### config.mk
export PLATFORM = sky130hd
export DESIGN_NAME = acs_sequencer
export DESIGN_NICKNAME = d
export VERILOG_FILES = /design/src/verilog/acs_pkg.sv /design/src/verilog/acs_result_bank.sv /design/src/verilog/acs_sequencer.sv
export SDC_FILE = /design/constraint.sdc
export NUM_CORES = 1
export LEC_CHECK = 0
export ABC_AREA = 1
export ABC_CLOCK_PERIOD_IN_PS = 1720
export BUFFER_PORTS_ARGS = -buffer_cell sky130_fd_sc_hd__buf_2
export CAP_MARGIN = 25
export CORE_UTILIZATION = 50
export CTS_CLUSTER_SIZE = 10
export DETAILED_ROUTE_END_ITERATION = 12
export PLACE_DENSITY = 0.73
export SYNTH_ARGS = -nofsm -noshare
export SYNTH_HDL_FRONTEND = slang
export SYNTH_SLANG_ARGS = --single-unit
### constraint.sdc
create_clock -name clock -period 1.72 [get_ports clock]
set_input_delay 0.086 -clock clock [delete_from_list [all_inputs] [get_ports clock]]
set_output_delay 0.086 -clock clock [all_outputs]
set_load 0.02 [all_outputs]
### src/verilog/acs_pkg.sv
// Purpose: Shared constants and types for the ADC conversion sequencer.
// Assumes: 40 MHz clock; 8-bit register port from the serial register slave.
// Notes:   Control bit positions are fixed here and used by the sequencer.
package acs_pkg;

    localparam logic [7:0] ADDR_RESULT_HIGH = 8'hE5;
    localparam logic [7:0] ADDR_RESULT_LOW  = 8'hE6;
    localparam logic [7:0] ADDR_STATUS      = 8'hE7;
    localparam logic [7:0] ADDR_CONTROL     = 8'hE8;
    localparam logic [7:0] ADDR_AUX         = 8'hE9;

    localparam int CTRL_GO_BIT       = 7;
    localparam int CTRL_ONE_SHOT_BIT = 6;
    localparam int CTRL_SCAN_BIT     = 5;
    localparam int CTRL_BUF_BIT      = 4;
    localparam int STAT_DONE_BIT     = 7;
    localparam int STAT_BUSY_BIT     = 0;
    localparam int AUX_MASK_BIT      = 7;
    localparam int AUX_ENABLE_BIT    = 6;

    localparam int CHANNELS = 8;
    localparam int CHAN_W   = 3;
    localparam int RESULT_W = 14;
    localparam int COUNT_W  = 16;

    localparam logic [CHAN_W-1:0]   FIRST_CHANNEL = 3'h0;
    localparam logic [CHAN_W-1:0]   LAST_CHANNEL  = 3'h7;
    localparam logic [7:0]          CONTROL_RESET = 8'h00;
    localparam logic [7:0]          AUX_RESET     = 8'h00;
    localparam logic [RESULT_W-1:0] RESULT_RESET  = 14'h0000;

    localparam int CLOCK_PERIOD_NS = 25;
    localparam int CONV_TIME_NS    = 2000;
    localparam int CONV_CYCLES     = (CONV_TIME_NS + CLOCK_PERIOD_NS - 1) / CLOCK_PERIOD_NS;

    typedef enum logic {ACS_IDLE, ACS_CONVERT} acs_state_t;

endpackage

### src/verilog/acs_result_bank.sv
// Purpose: Eight per-channel result stores with an eight-to-one read selector.
// Assumes: Store strobe and data come from the sequencer on the same clock.
// Notes:   Read side is combinational; the caller registers what leaves the block.
`timescale 1ns/1ps
module acs_result_bank
    import acs_pkg::*;
(
    input  wire logic                clock,
    input  wire logic                rstn,
    input  wire logic                store_en,
    input  wire logic [CHAN_W-1:0]   store_channel,
    input  wire logic [RESULT_W-1:0] store_data,
    input  wire logic [CHAN_W-1:0]   read_channel,
    output logic      [RESULT_W-1:0] read_data
);

    logic [RESULT_W-1:0] store [CHANNELS];

    ////////////////////////////////////////////////////////////////////////////
    genvar g;
    generate
        for (g = 0; g < CHANNELS; g++) begin : g_store
            always_ff @(posedge clock or negedge rstn) begin
                if (!rstn) begin
                    store[g] <= RESULT_RESET;
                end else if (store_en && store_channel == CHAN_W'(g)) begin
                    store[g] <= store_data;
                end
            end
        end
    endgenerate

    assign read_data = store[read_channel];
endmodule

### src/verilog/acs_sequencer.sv
// Purpose: Conversion sequencer and host registers for the monitoring converter.
// Assumes: Register port driven by the serial register slave on the same clock.
// Notes:   Converter data is sampled a fixed latency after each start pulse.
`timescale 1ns/1ps
// What this block does
// - One shared converter; an input selector routes one of eight inputs per conversion.
// - Each channel keeps its own result; an eight-to-one selector exposes one.
// - Single-shot and scan modes exist; an enable bit in the aux register gates converter operation.
// - Three-bit fields pick channel to convert and channel to expose.
// - Writing go as one starts a conversion of the selected channel.
// - Completion sets done flag, drives interrupt low, clears go by itself.
// - Result bits 13..6 read at 0xE5, bits 5..0 at 0xE6.
// - Done and interrupt hold until the low result byte at 0xE6 is read; that read releases interrupt.
// - In scan mode go converts every channel in turn into its store.
// - A mask bit keeps completion from driving the interrupt low.
module acs_sequencer
    import acs_pkg::*;
#(
    parameter int CONV_LATENCY = CONV_CYCLES
)
(
    input  wire logic                clock,
    input  wire logic                rstn,
    input  wire logic [7:0]          reg_addr,
    input  wire logic [7:0]          reg_wdata,
    input  wire logic                reg_write,
    input  wire logic                reg_read,
    output logic      [7:0]          reg_rdata,
    output logic                     interrupt_request_n,
    output logic                     converter_enable,
    output logic      [CHAN_W-1:0]   converter_channel,
    output logic                     converter_start,
    input  wire logic [RESULT_W-1:0] converter_data
);

    acs_state_t          state;
    logic                one_shot;
    logic                all_channel_scan;
    logic                input_buffer_enable;
    logic [CHAN_W-1:0]   convert_channel_select;
    logic [CHAN_W-1:0]   result_channel_select;
    logic                ready_mask;
    logic                converter_on;
    logic                done;
    logic                scan_run;
    logic [COUNT_W-1:0]  count;
    logic [RESULT_W-1:0] exposed;

    ////////////////////////////////////////////////////////////////////////////
    wire busy        = (state == ACS_CONVERT);
    wire ctrl_write  = reg_write && reg_addr == ADDR_CONTROL;
    wire aux_write   = reg_write && reg_addr == ADDR_AUX;
    wire ctrl_accept = ctrl_write && !busy;
    wire go_accept   = ctrl_accept && reg_wdata[CTRL_GO_BIT] && converter_on;
    wire sample      = busy && count == '0;
    wire last_step   = !scan_run || converter_channel == LAST_CHANNEL;
    wire complete    = sample && last_step;
    wire step_next   = sample && !last_step;
    wire result_read = reg_read && reg_addr == ADDR_RESULT_LOW;
    wire next_done   = complete || (done && !result_read);

    wire [COUNT_W-1:0] reload = COUNT_W'(CONV_LATENCY - 1);
    wire [7:0] control_view = {busy, one_shot, all_channel_scan, input_buffer_enable,
                               1'b0, convert_channel_select};
    wire [7:0] aux_view     = {ready_mask, converter_on, 3'h0, result_channel_select};
    wire [7:0] status_view  = {done, 6'h00, busy};
    wire [7:0] read_value   = (reg_addr == ADDR_RESULT_HIGH) ? exposed[13:6] :
                              (reg_addr == ADDR_RESULT_LOW)  ? {2'h0, exposed[5:0]} :
                              (reg_addr == ADDR_STATUS)      ? status_view :
                              (reg_addr == ADDR_CONTROL)     ? control_view :
                              (reg_addr == ADDR_AUX)         ? aux_view : 8'h00;

    assign interrupt_request_n = !(done && !ready_mask);
    assign converter_enable    = input_buffer_enable && converter_on;

    ////////////////////////////////////////////////////////////////////////////
    // Control settings are frozen during a conversion so the input selector cannot move mid-sample.
    always_ff @(posedge clock or negedge rstn) begin
        if (!rstn) begin
            one_shot               <= CONTROL_RESET[CTRL_ONE_SHOT_BIT];
            all_channel_scan       <= CONTROL_RESET[CTRL_SCAN_BIT];
            input_buffer_enable    <= CONTROL_RESET[CTRL_BUF_BIT];
            convert_channel_select <= CONTROL_RESET[CHAN_W-1:0];
        end else if (ctrl_accept) begin
            one_shot               <= reg_wdata[CTRL_ONE_SHOT_BIT];
            all_channel_scan       <= reg_wdata[CTRL_SCAN_BIT];
            input_buffer_enable    <= reg_wdata[CTRL_BUF_BIT];
            convert_channel_select <= reg_wdata[CHAN_W-1:0];
        end
    end

    always_ff @(posedge clock or negedge rstn) begin
        if (!rstn) begin
            ready_mask            <= AUX_RESET[AUX_MASK_BIT];
            converter_on          <= AUX_RESET[AUX_ENABLE_BIT];
            result_channel_select <= AUX_RESET[CHAN_W-1:0];
        end else if (aux_write) begin
            ready_mask            <= reg_wdata[AUX_MASK_BIT];
            converter_on          <= reg_wdata[AUX_ENABLE_BIT];
            result_channel_select <= reg_wdata[CHAN_W-1:0];
        end
    end

    ////////////////////////////////////////////////////////////////////////////
    // The go bit reads back as the busy state, so it clears itself on completion.
    always_ff @(posedge clock or negedge rstn) begin
        if (!rstn) begin
            state             <= ACS_IDLE;
            scan_run          <= 1'b0;
            count             <= '0;
            converter_channel <= FIRST_CHANNEL;
            converter_start   <= 1'b0;
        end else begin
            converter_start <= go_accept || step_next;
            unique case (state)
                ACS_IDLE: begin
                    if (go_accept) begin
                        state             <= ACS_CONVERT;
                        scan_run          <= reg_wdata[CTRL_SCAN_BIT];
                        count             <= reload;
                        converter_channel <= reg_wdata[CTRL_SCAN_BIT] ? FIRST_CHANNEL
                                                                      : reg_wdata[CHAN_W-1:0];
                    end
                end
                ACS_CONVERT: begin
                    if (complete) begin
                        state <= ACS_IDLE;
                    end else if (step_next) begin
                        count             <= reload;
                        converter_channel <= converter_channel + 3'h1;
                    end else begin
                        count <= count - 16'h0001;
                    end
                end
            endcase
        end
    end

    always_ff @(posedge clock or negedge rstn) begin
        if (!rstn) begin
            done      <= 1'b0;
            reg_rdata <= 8'h00;
        end else begin
            done <= next_done;
            if (reg_read) begin
                reg_rdata <= read_value;
            end
        end
    end

    acs_result_bank u_bank (
        .clock         (clock),
        .rstn          (rstn),
        .store_en      (sample),
        .store_channel (converter_channel),
        .store_data    (converter_data),
        .read_channel  (result_channel_select),
        .read_data     (exposed)
    );

    logic [COUNT_W-1:0] since_start;
    always_ff @(posedge clock or negedge rstn) begin
        if (!rstn) begin
            since_start <= '0;
        end else if (converter_start) begin
            since_start <= 16'h0001;
        end else begin
            since_start <= since_start + 16'h0001;
        end
    end
endmodule

### Yosys cells after proc, flatten, opt, wreduce, memory -nomap -nowiden

Cells that the tools add are included.

* register bits after elaboration: 154
* output and inout port bits: 14
* word-level logic and storage cells: 96

* add/subtract/negate cells: 2
* magnitude comparators: 1
* eq/ne operators: 15
* muxes and demuxes: 20
* bitwise gates (word level): 2
* reductions and logical operators: 34

Operators with widths (number)
* $mux W16: 3
* $bmux W14 S3: 1
* $eq A8 B8 Y1 const B: 5
* $mux W8: 5
* $pmux W16 S2: 1
* $mux W14: 2
* $logic_and A1 B1 Y1: 20
* $logic_not A16 Y1: 1
* $sub A16 B1 Y16 const B: 1
* $eq A3 B3 Y1 const B: 4
* $mux W3: 4
* $eq A3 B2 Y1 const B: 2
* $logic_not A1 Y1: 6
* $pmux W3 S2: 1
* $ge A4 B4 Y1 const B: 1
* $ne A2 B2 Y1 const B: 2
* $not A3 Y4: 1
* $reduce_and A2 Y1: 2
* $add A3 B1 Y3 const B: 1
* $eq A3 B1 Y1 const B: 1
* $logic_not A3 Y1: 1
* $logic_or A1 B1 Y1: 3
* $reduce_and A3 Y1: 1
* $mux W1: 2
* other kinds (3): 3

### Longest topological paths before layout

Gate-level depths: netlist (run 1).

* word-level depth: 7
* gate-level depth with buffers: 11

### By module

From an unflattened synthesis (run 1), not the netlist that was laid out.

* cells, all modules: 1134
* area, all modules: 8106.5 µm²

By module, submodules not included
* acs_result_bank: times used 1, cells an instance 755, area an instance 5505.3 µm²
* acs_sequencer: times used 1, cells an instance 379, area an instance 2601.2 µm²

### Worst setup path before layout (run 1)

No wires, ideal clock.

* kind: flip-flop to flip-flop
* start point: register converter_channel[0]
* end point: register count[11]
* arrival time: 1.672 ns
* slack: -0.070 ns
* stages on the path, launching flop included: 10
* buffers on the path: 1
* path through: dfrtp_1 > ha_1 > ha_1 > nor2_1 > o21bai_1 > nand2_1 > inv_2 > buf_2 > nand2_1 > nand2_1

* word-level cells in the longest chain between the ends: 7

RTL lines
* start, declared: line acs_sequencer.sv:31 `output logic [CHAN_W-1:0] converter_channel,`
* start signal, assigned: line acs_sequencer.sv:121 `converter_channel <= reg_wdata[CTRL_SCAN_BIT] ? FIRST_CHANNEL`
* start signal, assigned: line acs_sequencer.sv:130 `converter_channel <= converter_channel + 3'h1;`
* $eq A3 B3 Y1 *: line acs_sequencer.sv:56 `wire last_step = !scan_run || converter_channel == LAST_CHANNEL;`
* $logic_or A1 B1 Y1 *: line acs_sequencer.sv:56
* $logic_not A1 Y1: line acs_sequencer.sv:58 `wire step_next = sample && !last_step;`
* $logic_and A1 B1 Y1: line acs_sequencer.sv:58
* $mux W16: line acs_sequencer.sv:128 `end else if (step_next) begin`
* $mux W16: line acs_sequencer.sv:126 `if (complete) begin`
* $pmux W16 S2: line acs_sequencer.sv:115 `unique case (state)`
* end signal, assigned: line acs_sequencer.sv:120 `count <= reload;`
* end signal, assigned: line acs_sequencer.sv:129 `count <= reload;`
* end signal, assigned: line acs_sequencer.sv:132 `count <= count - 16'h0001;`
* end, declared: line acs_sequencer.sv:46 `logic [COUNT_W-1:0] count;`

Mark *: on every way between the ends. The rest lies on a longest branch, timed or not. The select of a mux whose other input is x is not followed.
A chain may end at the register's enable or synchronous reset.

### Final worst setup path (run 1)

* start point: register count[5]
* end point: register count[1]

* word-level cells in the longest chain between the ends: 6

RTL lines
* $logic_not A16 Y1 *: line acs_sequencer.sv:55 `wire sample = busy && count == '0;`
* $logic_and A1 B1 Y1 *: line acs_sequencer.sv:55
* $logic_and A1 B1 Y1: line acs_sequencer.sv:58
* $mux W16: line acs_sequencer.sv:128
* $mux W16: line acs_sequencer.sv:126
* $pmux W16 S2: line acs_sequencer.sv:115

Marks and branches as above.

==> results.json, run 1 <==
{
  "outcome": "completed",
  "worst_ep_arrival_time_ns": 2.01,
  "drive_above_1_share_pct": 16.8,
  "drv_cap": 0,
  "clkSinkCount": 154,
  "slowest_delay_ns": 0.43,
  "cts.clk_slew.worst_paths_ns": 0.06,
  "synth_edf_count": 0,
  "antenna_found_initial": 0,
  "ioPinCount": 48,
  "fmax_ghz": 0.591,
  "worstPathMaxFanout": 5,
  "yosys.area_share.simple_pct": 31.7,
  "ys_seq_area_share_pct": 49.1,
  "min_period_over_period_pct": 98.3,
  "p_per_area_nw_per_um2": 903,
  "slew_headroom_pct": 68.2,
  "synthXorXnorAreaFrac_pct": 0.223,
  "slew_viol_final": 0,
  "layout_commonest_cell": "nand2_1",
  "critPathTopFamily": "simple AND/OR/NAND/NOR gates",
  "stdcell_area_um2": 9620,
  "dieArea_um2": 16200,
  "synth.area.mux_share_pct": 0.143,
  "tightest_slew_ns": 0.477,
  "async_flop_share_pct": 100,
  "clk_latency_ns": 0.43,
  "htreeDepth": 4,
  "viasPerCell": 5.30,
  "synthCells": 1034,
  "num_antenna_cells": 0,
  "cp.required_ns": 2.04,
  "final_cell_mix": "354 x nand2_1, 150 x dfrtp_1, 114 x o21ai_1",
  "ant_nets": 0,
  "syn_area_um2": 7850,
  "portBuffers": 46,
  "place_hpwl_um": 12700,
  "cp_num_buf_inv": 1,
  "first_pass_iters": 5,
  "finalWirelength_um": 20600,
  "synth_flop_cell": "dfrtp_1",
  "finalHoldViolations": 0,
  "place_ws_ns": 0.00593,
  "rsz0062_at_grt": "true",
  "leakagePower_nw": 5.22,
  "synth_compound_area_share_pct": 9.90,
  "dieWidth_um": 127,
  "crit_path_end_kind": "flip-flop",
  "area_growth_pct": 22.6,
  "ys_seq_elements": 154,
  "grt_max_degree": 65,
  "via_count": 7155,
  "holdCritPathClass": "input port to flip-flop",
  "num_rows": 45,
  "cts-buffers-inserted": 17,
  "synth_fa_ha_area_share_pct": 1.12,
  "worstSetupPathType": "flip-flop to flip-flop",
  "crit_chain": "nor2_4 > nand2_4 > nor2_4 > nand2_1 > o21bai_1 > nand2_2 > clkbuf_16 > nand2_2 > o21ai_1",
  "placed_area_um2": 8630,
  "synth.avg_cell_area_um2": 7.59,
  "synth_cell_types": 32,
  "irDropWorstVdd_v": 0.000838,
  "synth_warnings": 0,
  "fin_crit_ns": 1.69,
  "tritoncts": "yes",
  "initial_core_util_pct": 51.4,
  "grt_util_all_layers_pct": 26.4,
  "synth_top_family_by_area": "simple AND/OR/NAND/NOR gates",
  "finalSetupViolCount": 0,
  "grt_overflow": 0,
  "syn_nets": 1075,
  "gp_congestion": 0.864,
  "drt_iter0_drc": 586,
  "root_buffer": "clkbuf_16",
  "fin_nets": 1167,
  "die_h_um": 127,
  "coreArea_um2": 15300,
  "startpoint_type": "flip-flop",
  "clock_skew_ns": 0.00905,
  "setup_slack_ns": 0.0287,
  "clock_path_buffers": 2,
  "drc": 0,
  "grt_pass1_vias": 6383,
  "crit_slowest_cell": "dfrtp_2",
  "wl_per_cell_um": 15.3,
  "grt_first_pass_wirelength_um": 32900
}
## Yosys cell counts, drive strengths merged, types with 2 or more instances
| library cell | count | area (µm²) |
|---|---|---|
| nand4 | 4 | 31.3 |
| nor3 | 4 | 20.0 |
| dfrtp | 154 | 3850 |
| nor2 | 112 | 455 |
| a22oi | 2 | 15.0 |
| or2 | 2 | 12.5 |
| nand2 | 363 | 1380 |
| buf | 28 | 214 |
| inv | 88 | 330 |
| nand3 | 100 | 588 |
| ha | 7 | 87.6 |
| clkbuf | 16 | 60.1 |
| o21ai | 146 | 738 |
| a21oi | 2 | 10.0 |
## kinds of logic (layout without fill, tap and decap cells)
group           count (synthesis)  after routing
xor+xnor                        2              2
compound gates                152            152
mux                             1              1
simple gates                  585            585
buf+inv                       133            238
flops                         154            154
fa+ha+maj                       7              7
## metrics by stage
step / std cells / setup TNS [ns] / hold WS [ns] / power, W / utilization, %
3_3_place_gp: 1302 / 0 / 0.0677 / 0.00454 / 56.6
5_1_grt: 1350 / -1.01 / 0.0487 / 0.00899 / 63.1
6_report: 1350 / 0 / 0.0183 / 0.00869 / 63.1
2_1_floorplan: 1034 / 0 / -0.210 / 0.00427 / -
3_5_place_dp: 1302 / 0 / 0.0677 / 0.00456 / 56.6
4_1_cts: 1343 / 0 / 0.0155 / 0.00872 / 61.6
## report_power, final
part / internal, W / total [W] / switching, W
Sequential: 0.00375 / 0.00382 / 0.0000721
Combinational: 0.000248 / 0.000697 / 0.000449
Clock: 0.00270 / 0.00417 / 0.00146
## worst register-to-register path, stage by stage (launching register included)
cell,delay [ns]
dfrtp_2,0.43
nor2_4,0.18
nand2_4,0.08
nor2_4,0.16
nand2_1,0.07
o21bai_1,0.16
nand2_2,0.18
clkbuf_16,0.21
nand2_2,0.05
o21ai_1,0.05
## path summary, 6_finish.rpt
kind                            cells after the start                          from  slack, ns                            end
min in group asynchronous                           2                          rstn       0.17   u_bank.store[85]$_DFFE_PN0P_
worst max-delay path                                9          count[5]$_DFFE_PN0P_       0.03           count[1]$_DFFE_PN0P_
worst min register to register                      2  u_bank.store[92]$_DFFE_PN0P_       0.47   u_bank.store[92]$_DFFE_PN0P_
worst min-delay path                                3             converter_data[5]       0.02   u_bank.store[33]$_DFFE_PN0P_
max in group asynchronous                           3                          rstn       0.91  u_bank.store[106]$_DFFE_PN0P_
worst max register to register                      9          count[5]$_DFFE_PN0P_       0.03           count[1]$_DFFE_PN0P_
## area by class of cell
class                   instances  area, µm²
repair buffers                117        966
clock buffers                  27        533
well taps                     211        264
multi-input cells             747       3520
clock inverters                 5        128
inverters                      89        349
flip-flops and latches        154       3860
fillers                      1268       5640
## registers in the layout, summed over array words and instances, names as in the netlist
| signal | cells |
|---|---|
| all_channel_scan | 1 |
| busy | 1 |
| convert_channel_select | 3 |
| converter_channel | 3 |
| converter_on | 1 |
| converter_start | 1 |
| count | 16 |
| done | 1 |
| input_buffer_enable | 1 |
| one_shot | 1 |
| ready_mask | 1 |
| reg_rdata | 8 |
| result_channel_select | 3 |
| scan_run | 1 |
| u_bank.store | 112 |
## routing by layer
layer | global-route usage, % | vias up | wire, µm
met5 | 0 | - | 0
met4 | 10.1 | 0 | 517
met3 | 5.11 | 46 | 1130
met2 | 43.3 | 232 | 9990
met1 | 34.9 | 3403 | 9010
li1 | - | 3474 | -
## timing repair
item	in CTS	in global routing
gates cloned	0	1
endpoints found under the hold margin	64	0
setup endpoints to repair	16	122
hold buffers	9	0
setup buffers	0	6
pin swaps	0	14
gates resized for setup	3	38
No activity file was read; power rests on OpenSTA's default activity.
==> run 2, diff against run 1 <==
--- a/config.mk
+++ b/config.mk
@@ -9,6 +9,7 @@
 export ABC_CLOCK_PERIOD_IN_PS = 1720
 export BUFFER_PORTS_ARGS = -buffer_cell sky130_fd_sc_hd__buf_2
 export CAP_MARGIN = 25
+export CORE_ASPECT_RATIO = 0.9
 export CORE_UTILIZATION = 50
 export CTS_CLUSTER_SIZE = 10
 export DETAILED_ROUTE_END_ITERATION = 12
==> run 2 against run 1 <==
Worst hold slack improved by 0.027 ns. Critical path type unchanged. Cell area decreased by 0.79%. Setup slack improved by 0.0072 ns. Count of clock-buffer cells in the layout decreased by 5.
==> results.json, run 2 (same netlist as run 1, synthesis figures left out) <==
{
  "outcome": "completed",
  "antenna_found_initial": 0,
  "worstPathMaxFanout": 5,
  "drt_iter0_drc": 538,
  "rsz0062_at_grt": "true",
  "slowest_delay_ns": 0.40,
  "fmax_ghz": 0.594,
  "fin_nets": 1167,
  "grt_first_pass_wirelength_um": 32500,
  "clk_latency_ns": 0.42,
  "grt_max_degree": 51,
  "finalWirelength_um": 20300,
  "area_growth_pct": 21.6,
  "power_frac_clock_pct": 46.0,
  "drive_above_1_share_pct": 16.1,
  "timing.hold.ws_ns": 0.0453,
  "drc": 0,
  "coreArea_um2": 15400,
  "p_int_w": 0.00641,
  "tritoncts": "yes",
  "grt_pass1_vias": 6377,
  "gp_congestion": 0.817,
  "cts-buffers-inserted": 17,
  "finalSetupViolCount": 0,
  "worstSetupPathType": "flip-flop to flip-flop",
  "viasPerCell": 5.17,
  "p_per_area_nw_per_um2": 879,
  "worst_ep_arrival_time_ns": 1.99,
  "r2r_end": "count[5]$_DFFE_PN0P_",
  "crit_slowest_cell": "dfrtp_1",
  "layout_commonest_cell": "nand2_1",
  "slew_headroom_pct": 73.1,
  "tightest_slew_ns": 0.402,
  "crit_chain": "nor2_2 > nand2_2 > nor2_4 > nand2_1 > o21bai_1 > nand2_2 > buf_6 > nand3_1 > nand2_1",
  "p_comb_share_pct": 8.4,
  "cp.required_ns": 2.03,
  "htreeDepth": 4,
  "crit_path_end_kind": "flip-flop",
  "grt_overflow": 0,
  "switching_share_pct": 23.6,
  "fin_util_pct": 62.0,
  "num_antenna_cells": 0,
  "clock_path_buffers": 2,
  "cp-endpoint": "count[5]$_DFFE_PN0P_",
  "min_period_over_period_pct": 97.9,
  "initial_core_util_pct": 51.0,
  "p_sw_w": 0.00198,
  "crit_start": "count[7]$_DFFE_PN0P_",
  "root_buffer": "clkbuf_16",
  "min-delay-start": "converter_data[0]",
  "wl_per_cell_um": 15.1,
  "power.share.sequential_pct": 45.6,
  "ioPinCount": 48,
  "reg_top3": "u_bank.store: 112 flops, count: 16 flops, reg_rdata: 8 flops",
  "dieWidth_um": 134,
  "largest_register": "u_bank.store",
  "finalHoldViolations": 0,
  "ant_nets": 0,
  "place_ws_ns": -0.0471,
  "clock_skew_ns": 0.0102,
  "grt_util_all_layers_pct": 26.1,
  "startpoint_type": "flip-flop",
  "place_hpwl_um": 12500,
  "via_count": 6935,
  "leakagePower_nw": 5.19,
  "largest_reg_flops": 112,
  "holdCritPathClass": "input port to flip-flop",
  "clkSinkCount": 154,
  "irDropWorstVdd_v": 0.000733,
  "r2r_setup_slack_ns": 0.04,
  "cts.clk_slew.worst_paths_ns": 0.06,
  "final_cell_mix": "356 x nand2_1, 151 x dfrtp_1, 114 x o21ai_1",
  "r2r_cells": 9,
  "first_pass_iters": 5,
  "dieArea_um2": 16200,
  "num_rows": 43,
  "fin_crit_ns": 1.68,
  "die_h_um": 121,
  "portBuffers": 46,
  "drv_cap": 0,
  "slew_viol_final": 0,
  "worstReg2RegStart": "count[7]$_DFFE_PN0P_",
  "setup_slack_ns": 0.0359
}
run 2: changes by cell type in the layout (fill, tap and decap cells not counted), sizes merged:
cell      change
clkbuf        -5
clkinvlp      +4
clkinv        +2
bufinv        -1
run 2: how the worst min path moves through the flow:
stage | to | slack, ns | cells after the start
2_1_floorplan | all_channel_scan$_DFFE_PN0N_ | -0.21 | 0
3_3_place_gp | u_bank.store[15]$_DFFE_PN0P_ | 0.03 | 1
3_5_place_dp | u_bank.store[79]$_DFFE_PN0P_ | 0.03 | 1
4_1_cts | u_bank.store[56]$_DFFE_PN0P_ | 0.04 | 3
5_1_grt | u_bank.store[3]$_DFFE_PN0P_ | 0.05 | 3
6_report | u_bank.store[56]$_DFFE_PN0P_ | 0.05 | 3
run 2: layer usage:
layer / up-vias / share of wire (%) / GRT usage [%]
met5: - / 0 / 0
met4: 0 / 1.9 / 8.92
met3: 29 / 4.5 / 5.60
met2: 155 / 47 / 41.1
met1: 3271 / 46 / 35.8
li1: 3480 / - / -
run 2: critical path: cells and delay by family (launching register included):
family          cells  cell delay, ns
compound gates      1            0.17
flops               1            0.40
simple gates        7            0.83
buf+inv             1            0.17
run 2: area by class of cell:
type                    instances  area [µm²]
inverters                      89         349
repair buffers                117        1000
well taps                     202         253
clock buffers                  22         474
multi-input cells             747        3470
clock inverters                10         141
fillers                      1384        5840
flip-flops and latches        154        3860
run 2: what timing repair did:
item,CTS,global route
pin swaps,1,11
endpoints found under the hold margin,168,0
setup endpoints to repair,21,132
hold buffers,9,0
buffers inserted,0,6
resized for setup,2,28
gates cloned,0,2
run 2: stage by stage:
step / instances / setup TNS, ns / total power, W / area, µm²
finish: 1341 / 0 / 0.00839 / 9550
global route: 1341 / -0.198 / 0.00873 / 9550
CTS: 1333 / -0.0526 / 0.00844 / 9360
detailed placement: 1292 / -0.188 / 0.00457 / 8650
global placement: 1292 / 0 / 0.00455 / 8650
floorplan: 1034 / 0 / 0.00427 / 7850
run 2: power groups by stage:
stage / registers, W / clock network, W / logic (W)
floorplan: 0.00388 / 0 / 0.000389
global placement: 0.00388 / 0 / 0.000667
detailed placement: 0.00388 / 0 / 0.000681
CTS: 0.00382 / 0.00392 / 0.000701
global route: 0.00383 / 0.00409 / 0.000806
finish: 0.00382 / 0.00386 / 0.000705
==> run 3, diff against run 2 <==
--- a/config.mk
+++ b/config.mk
@@ -5,8 +5,7 @@
 export SDC_FILE = /design/constraint.sdc
 export NUM_CORES = 1
 export LEC_CHECK = 0
-export ABC_AREA = 1
-export ABC_CLOCK_PERIOD_IN_PS = 1720
+export ABC_CLOCK_PERIOD_IN_PS = 1500
 export BUFFER_PORTS_ARGS = -buffer_cell sky130_fd_sc_hd__buf_2
 export CAP_MARGIN = 25
 export CORE_ASPECT_RATIO = 0.9
==> constraint.sdc (replaced) <==
create_clock -name clock -period 1.5 [get_ports clock]
set_input_delay 0.075 -clock clock [delete_from_list [all_inputs] [get_ports clock]]
set_output_delay 0.075 -clock clock [all_outputs]
set_load 0.02 [all_outputs]
==> run 3 against run 2 <==
The run now ends with negative setup slack left. Synthesized cell count shrank 47%. Maximum frequency shrank 22%. Count of clock-buffer cells in the layout down 2. Critical endpoint is now u_bank.store[93]$_DFFE_PN0P_. Cell area up 6.6%. Register-to-register slack got worse by 0.69 ns. Non-clock buffer count rose by 62. Clock power is 9.1% higher. Core utilization grew 9.3 points. Power increased by 12%. Die area shrank 5.3%.
==> results.json, run 3 <==
{
  "outcome": "finished, violations left",
  "violations": "negative setup slack",
  "die_h_um": 118,
  "synth_common_cells": "154 x dfrtp_1, 126 x mux2_2, 35 x nand2_1",
  "num_antenna_cells": 0,
  "synth_flop_cell": "dfrtp_1",
  "finalSetupViolCount": 148,
  "num_rows": 41,
  "fmax_ghz": 0.465,
  "slowest_delay_ns": 0.39,
  "grt_overflow": 0,
  "critPathTopFamily": "simple AND/OR/NAND/NOR gates",
  "htreeDepth": 4,
  "r2r_end": "u_bank.store[93]$_DFFE_PN0P_",
  "ys_seq_area_share_pct": 51.9,
  "netlist_top_cells_area": "dfrtp_1 52%, mux2_2 19%, mux4_2 7.9%, nand2_1 1.8%, ha_1 1.2%",
  "holdCritPathClass": "input port to flip-flop",
  "r2r_cells": 8,
  "synthXorXnorAreaFrac_pct": 1.06,
  "gp_congestion": 0.881,
  "ioPinCount": 48,
  "cts.clk_slew.worst_paths_ns": 0.07,
  "grt_first_pass_wirelength_um": 31600,
  "r2r_setup_slack_ns": -0.65,
  "yosysMostFrequentCell": "dfrtp_1",
  "holdPathStages": 2,
  "finalWirelength_um": 20700,
  "yosys.area.top_type": "dfrtp_1",
  "tightest_slew_ns": 0.480,
  "worstReg2RegStart": "count[1]$_DFFE_PN0P_",
  "grt_max_degree": 51,
  "worst_ep_arrival_time_ns": 2.45,
  "worstSetupPathType": "flip-flop to flip-flop",
  "syn_nets": 592,
  "drt_iter0_drc": 367,
  "dieWidth_um": 130,
  "leakagePower_nw": 4.41,
  "grt_util_all_layers_pct": 27.5,
  "slew_viol_final": 0,
  "drv_cap": 0,
  "clkSinkCount": 154,
  "coreArea_um2": 14300,
  "fin_util_pct": 71.4,
  "fin_crit_ns": 2.15,
  "largest_register": "u_bank.store",
  "reg_top3": "u_bank.store: 112 flops, count: 16 flops, reg_rdata: 8 flops",
  "synth_warnings": 0,
  "cts-buffers-inserted": 17,
  "grt_pass1_vias": 5839,
  "finalHoldViolations": 0,
  "via_count": 5494,
  "dieArea_um2": 15300,
  "initial_core_util_pct": 52.1,
  "tns_ns": -78.40,
  "antenna_found_initial": 0,
  "synth.area.mux_share_pct": 28.4,
  "min_period_over_period_pct": 143,
  "setup_slack_ns": -0.650,
  "synth_fa_ha_area_share_pct": 1.18,
  "synth_cell_types": 59,
  "place_hpwl_um": 12600,
  "crit_path_end_kind": "flip-flop",
  "area_growth_pct": 37.1,
  "synth_compound_area_share_pct": 4.45,
  "viasPerCell": 5.95,
  "cp_num_buf_inv": 2,
  "ys_seq_elements": 154,
  "startpoint_type": "flip-flop",
  "yosys.area.top_type_share_pct": 51.9,
  "largest_reg_flops": 112,
  "holdPathEnd": "u_bank.store[69]$_DFFE_PN0P_",
  "synth_top_family_by_area": "multiplexers",
  "crit_slowest_cell": "dfrtp_1",
  "clock_skew_ns": 0.0147,
  "yosys.area_share.simple_pct": 9.73,
  "syn_area_um2": 7420,
  "tritoncts": "yes",
  "slew_headroom_pct": 68.0,
  "irDropWorstVdd_v": 0.00105,
  "fin_cells": 924,
  "synth_edf_count": 0,
  "layout_commonest_cell": "dfrtp_1",
  "first_pass_iters": 5,
  "synthCells": 551,
  "p_per_area_nw_per_um2": 926,
  "clk_latency_ns": 0.43,
  "synth.avg_cell_area_um2": 13.5,
  "wl_per_cell_um": 22.4,
  "clock_path_buffers": 2,
  "fin_nets": 759,
  "crit_chain": "inv_1 > ha_2 > nor3b_4 > nand4_1 > nor2_4 > and3_4 > clkbuf_16 > mux2_2",
  "cp.required_ns": 1.80,
  "rsz0062_at_grt": "true",
  "placedCellCount": 854,
  "min-delay-start": "converter_data[13]",
  "drive_above_1_share_pct": 57.0,
  "final_cell_mix": "151 x dfrtp_1, 84 x buf_4, 82 x mux2_2",
  "portBuffers": 46,
  "root_buffer": "clkbuf_16",
  "async_flop_share_pct": 100,
  "ant_nets": 0,
  "drc": 0,
  "worstPathMaxFanout": 7
}
[run 3: cell type report]
type	instances	area, µm²
clock buffers	20	467
clock inverters	12	115
fillers	910	4080
inverters	11	41.3
multi-input cells	355	3850
flip-flops and latches	154	3860
well taps	193	241
repair buffers	179	1610
[run 3: cell families after synthesis]
kind of cell	after synthesis
compound gates	48
xor+xnor	9
fa+ha+maj	7
buf+inv	42
flops	154
mux	162
simple gates	129
[run 3: stage by stage]
step           hold WS (ns)  total power (W)  worst slack [ns]  area [µm²]
2_1_floorplan        -0.221          0.00478            -0.574        7620
3_3_place_gp         0.0497          0.00512            -0.476        8730
3_5_place_dp         0.0519          0.00515            -0.569        8730
4_1_cts            0.000285          0.00940            -0.524        9890
5_1_grt              0.0133          0.00970            -0.710       10200
6_report             0.0148          0.00942            -0.650       10200
[run 3: where the power goes]
| part | total [W] | switching (W) | leakage, nW | internal (W) |
|---|---|---|---|---|
| clock | 0.00421 | 0.00178 | 0.279 | 0.00243 |
| sequential | 0.00436 | 0.0000778 | 1.89 | 0.00428 |
| combinational | 0.000852 | 0.000434 | 2.24 | 0.000418 |
| total | 0.00942 | 0.00230 | 4.41 | 0.00713 |
[run 3: how the worst max path moves through the flow]
stage                                          endpoint  cells after the start                 start
final                      u_bank.store[93]$_DFFE_PN0P_                      8  count[1]$_DFFE_PN0P_
after global routing       u_bank.store[39]$_DFFE_PN0P_                      9  count[1]$_DFFE_PN0P_
after CTS                  u_bank.store[72]$_DFFE_PN0P_                      8  count[0]$_DFFE_PN0P_
after detailed placement  u_bank.store[104]$_DFFE_PN0P_                      8  count[1]$_DFFE_PN0P_
after global placement     u_bank.store[93]$_DFFE_PN0P_                      8  count[0]$_DFFE_PN0P_
after floorplan           u_bank.store[100]$_DFFE_PN0P_                      9  count[0]$_DFFE_PN0P_
[run 3: timing repair]
| item | in CTS | in global routing |
|---|---|---|
| cloned | 1 | 3 |
| setup endpoints to repair | 149 | 149 |
| hold buffers | 13 | 0 |
| buffers inserted | 18 | 5 |
| gates resized for setup | 72 | 47 |
| hold endpoints to repair | 111 | 0 |
| pin swaps | 29 | 20 |
[run 3: routing by layer]
layer / part of all wire (%) / global-route usage, % / wire [µm] / vias up
met3: 5.9 / 5.41 / 1210 / 33
li1: - / - / - / 2372
met5: 0 / 0 / 0 / -
met1: 42 / 36.9 / 8790 / 2883
met4: 2.2 / 9.55 / 448 / 0
met2: 50 / 44.5 / 10300 / 206
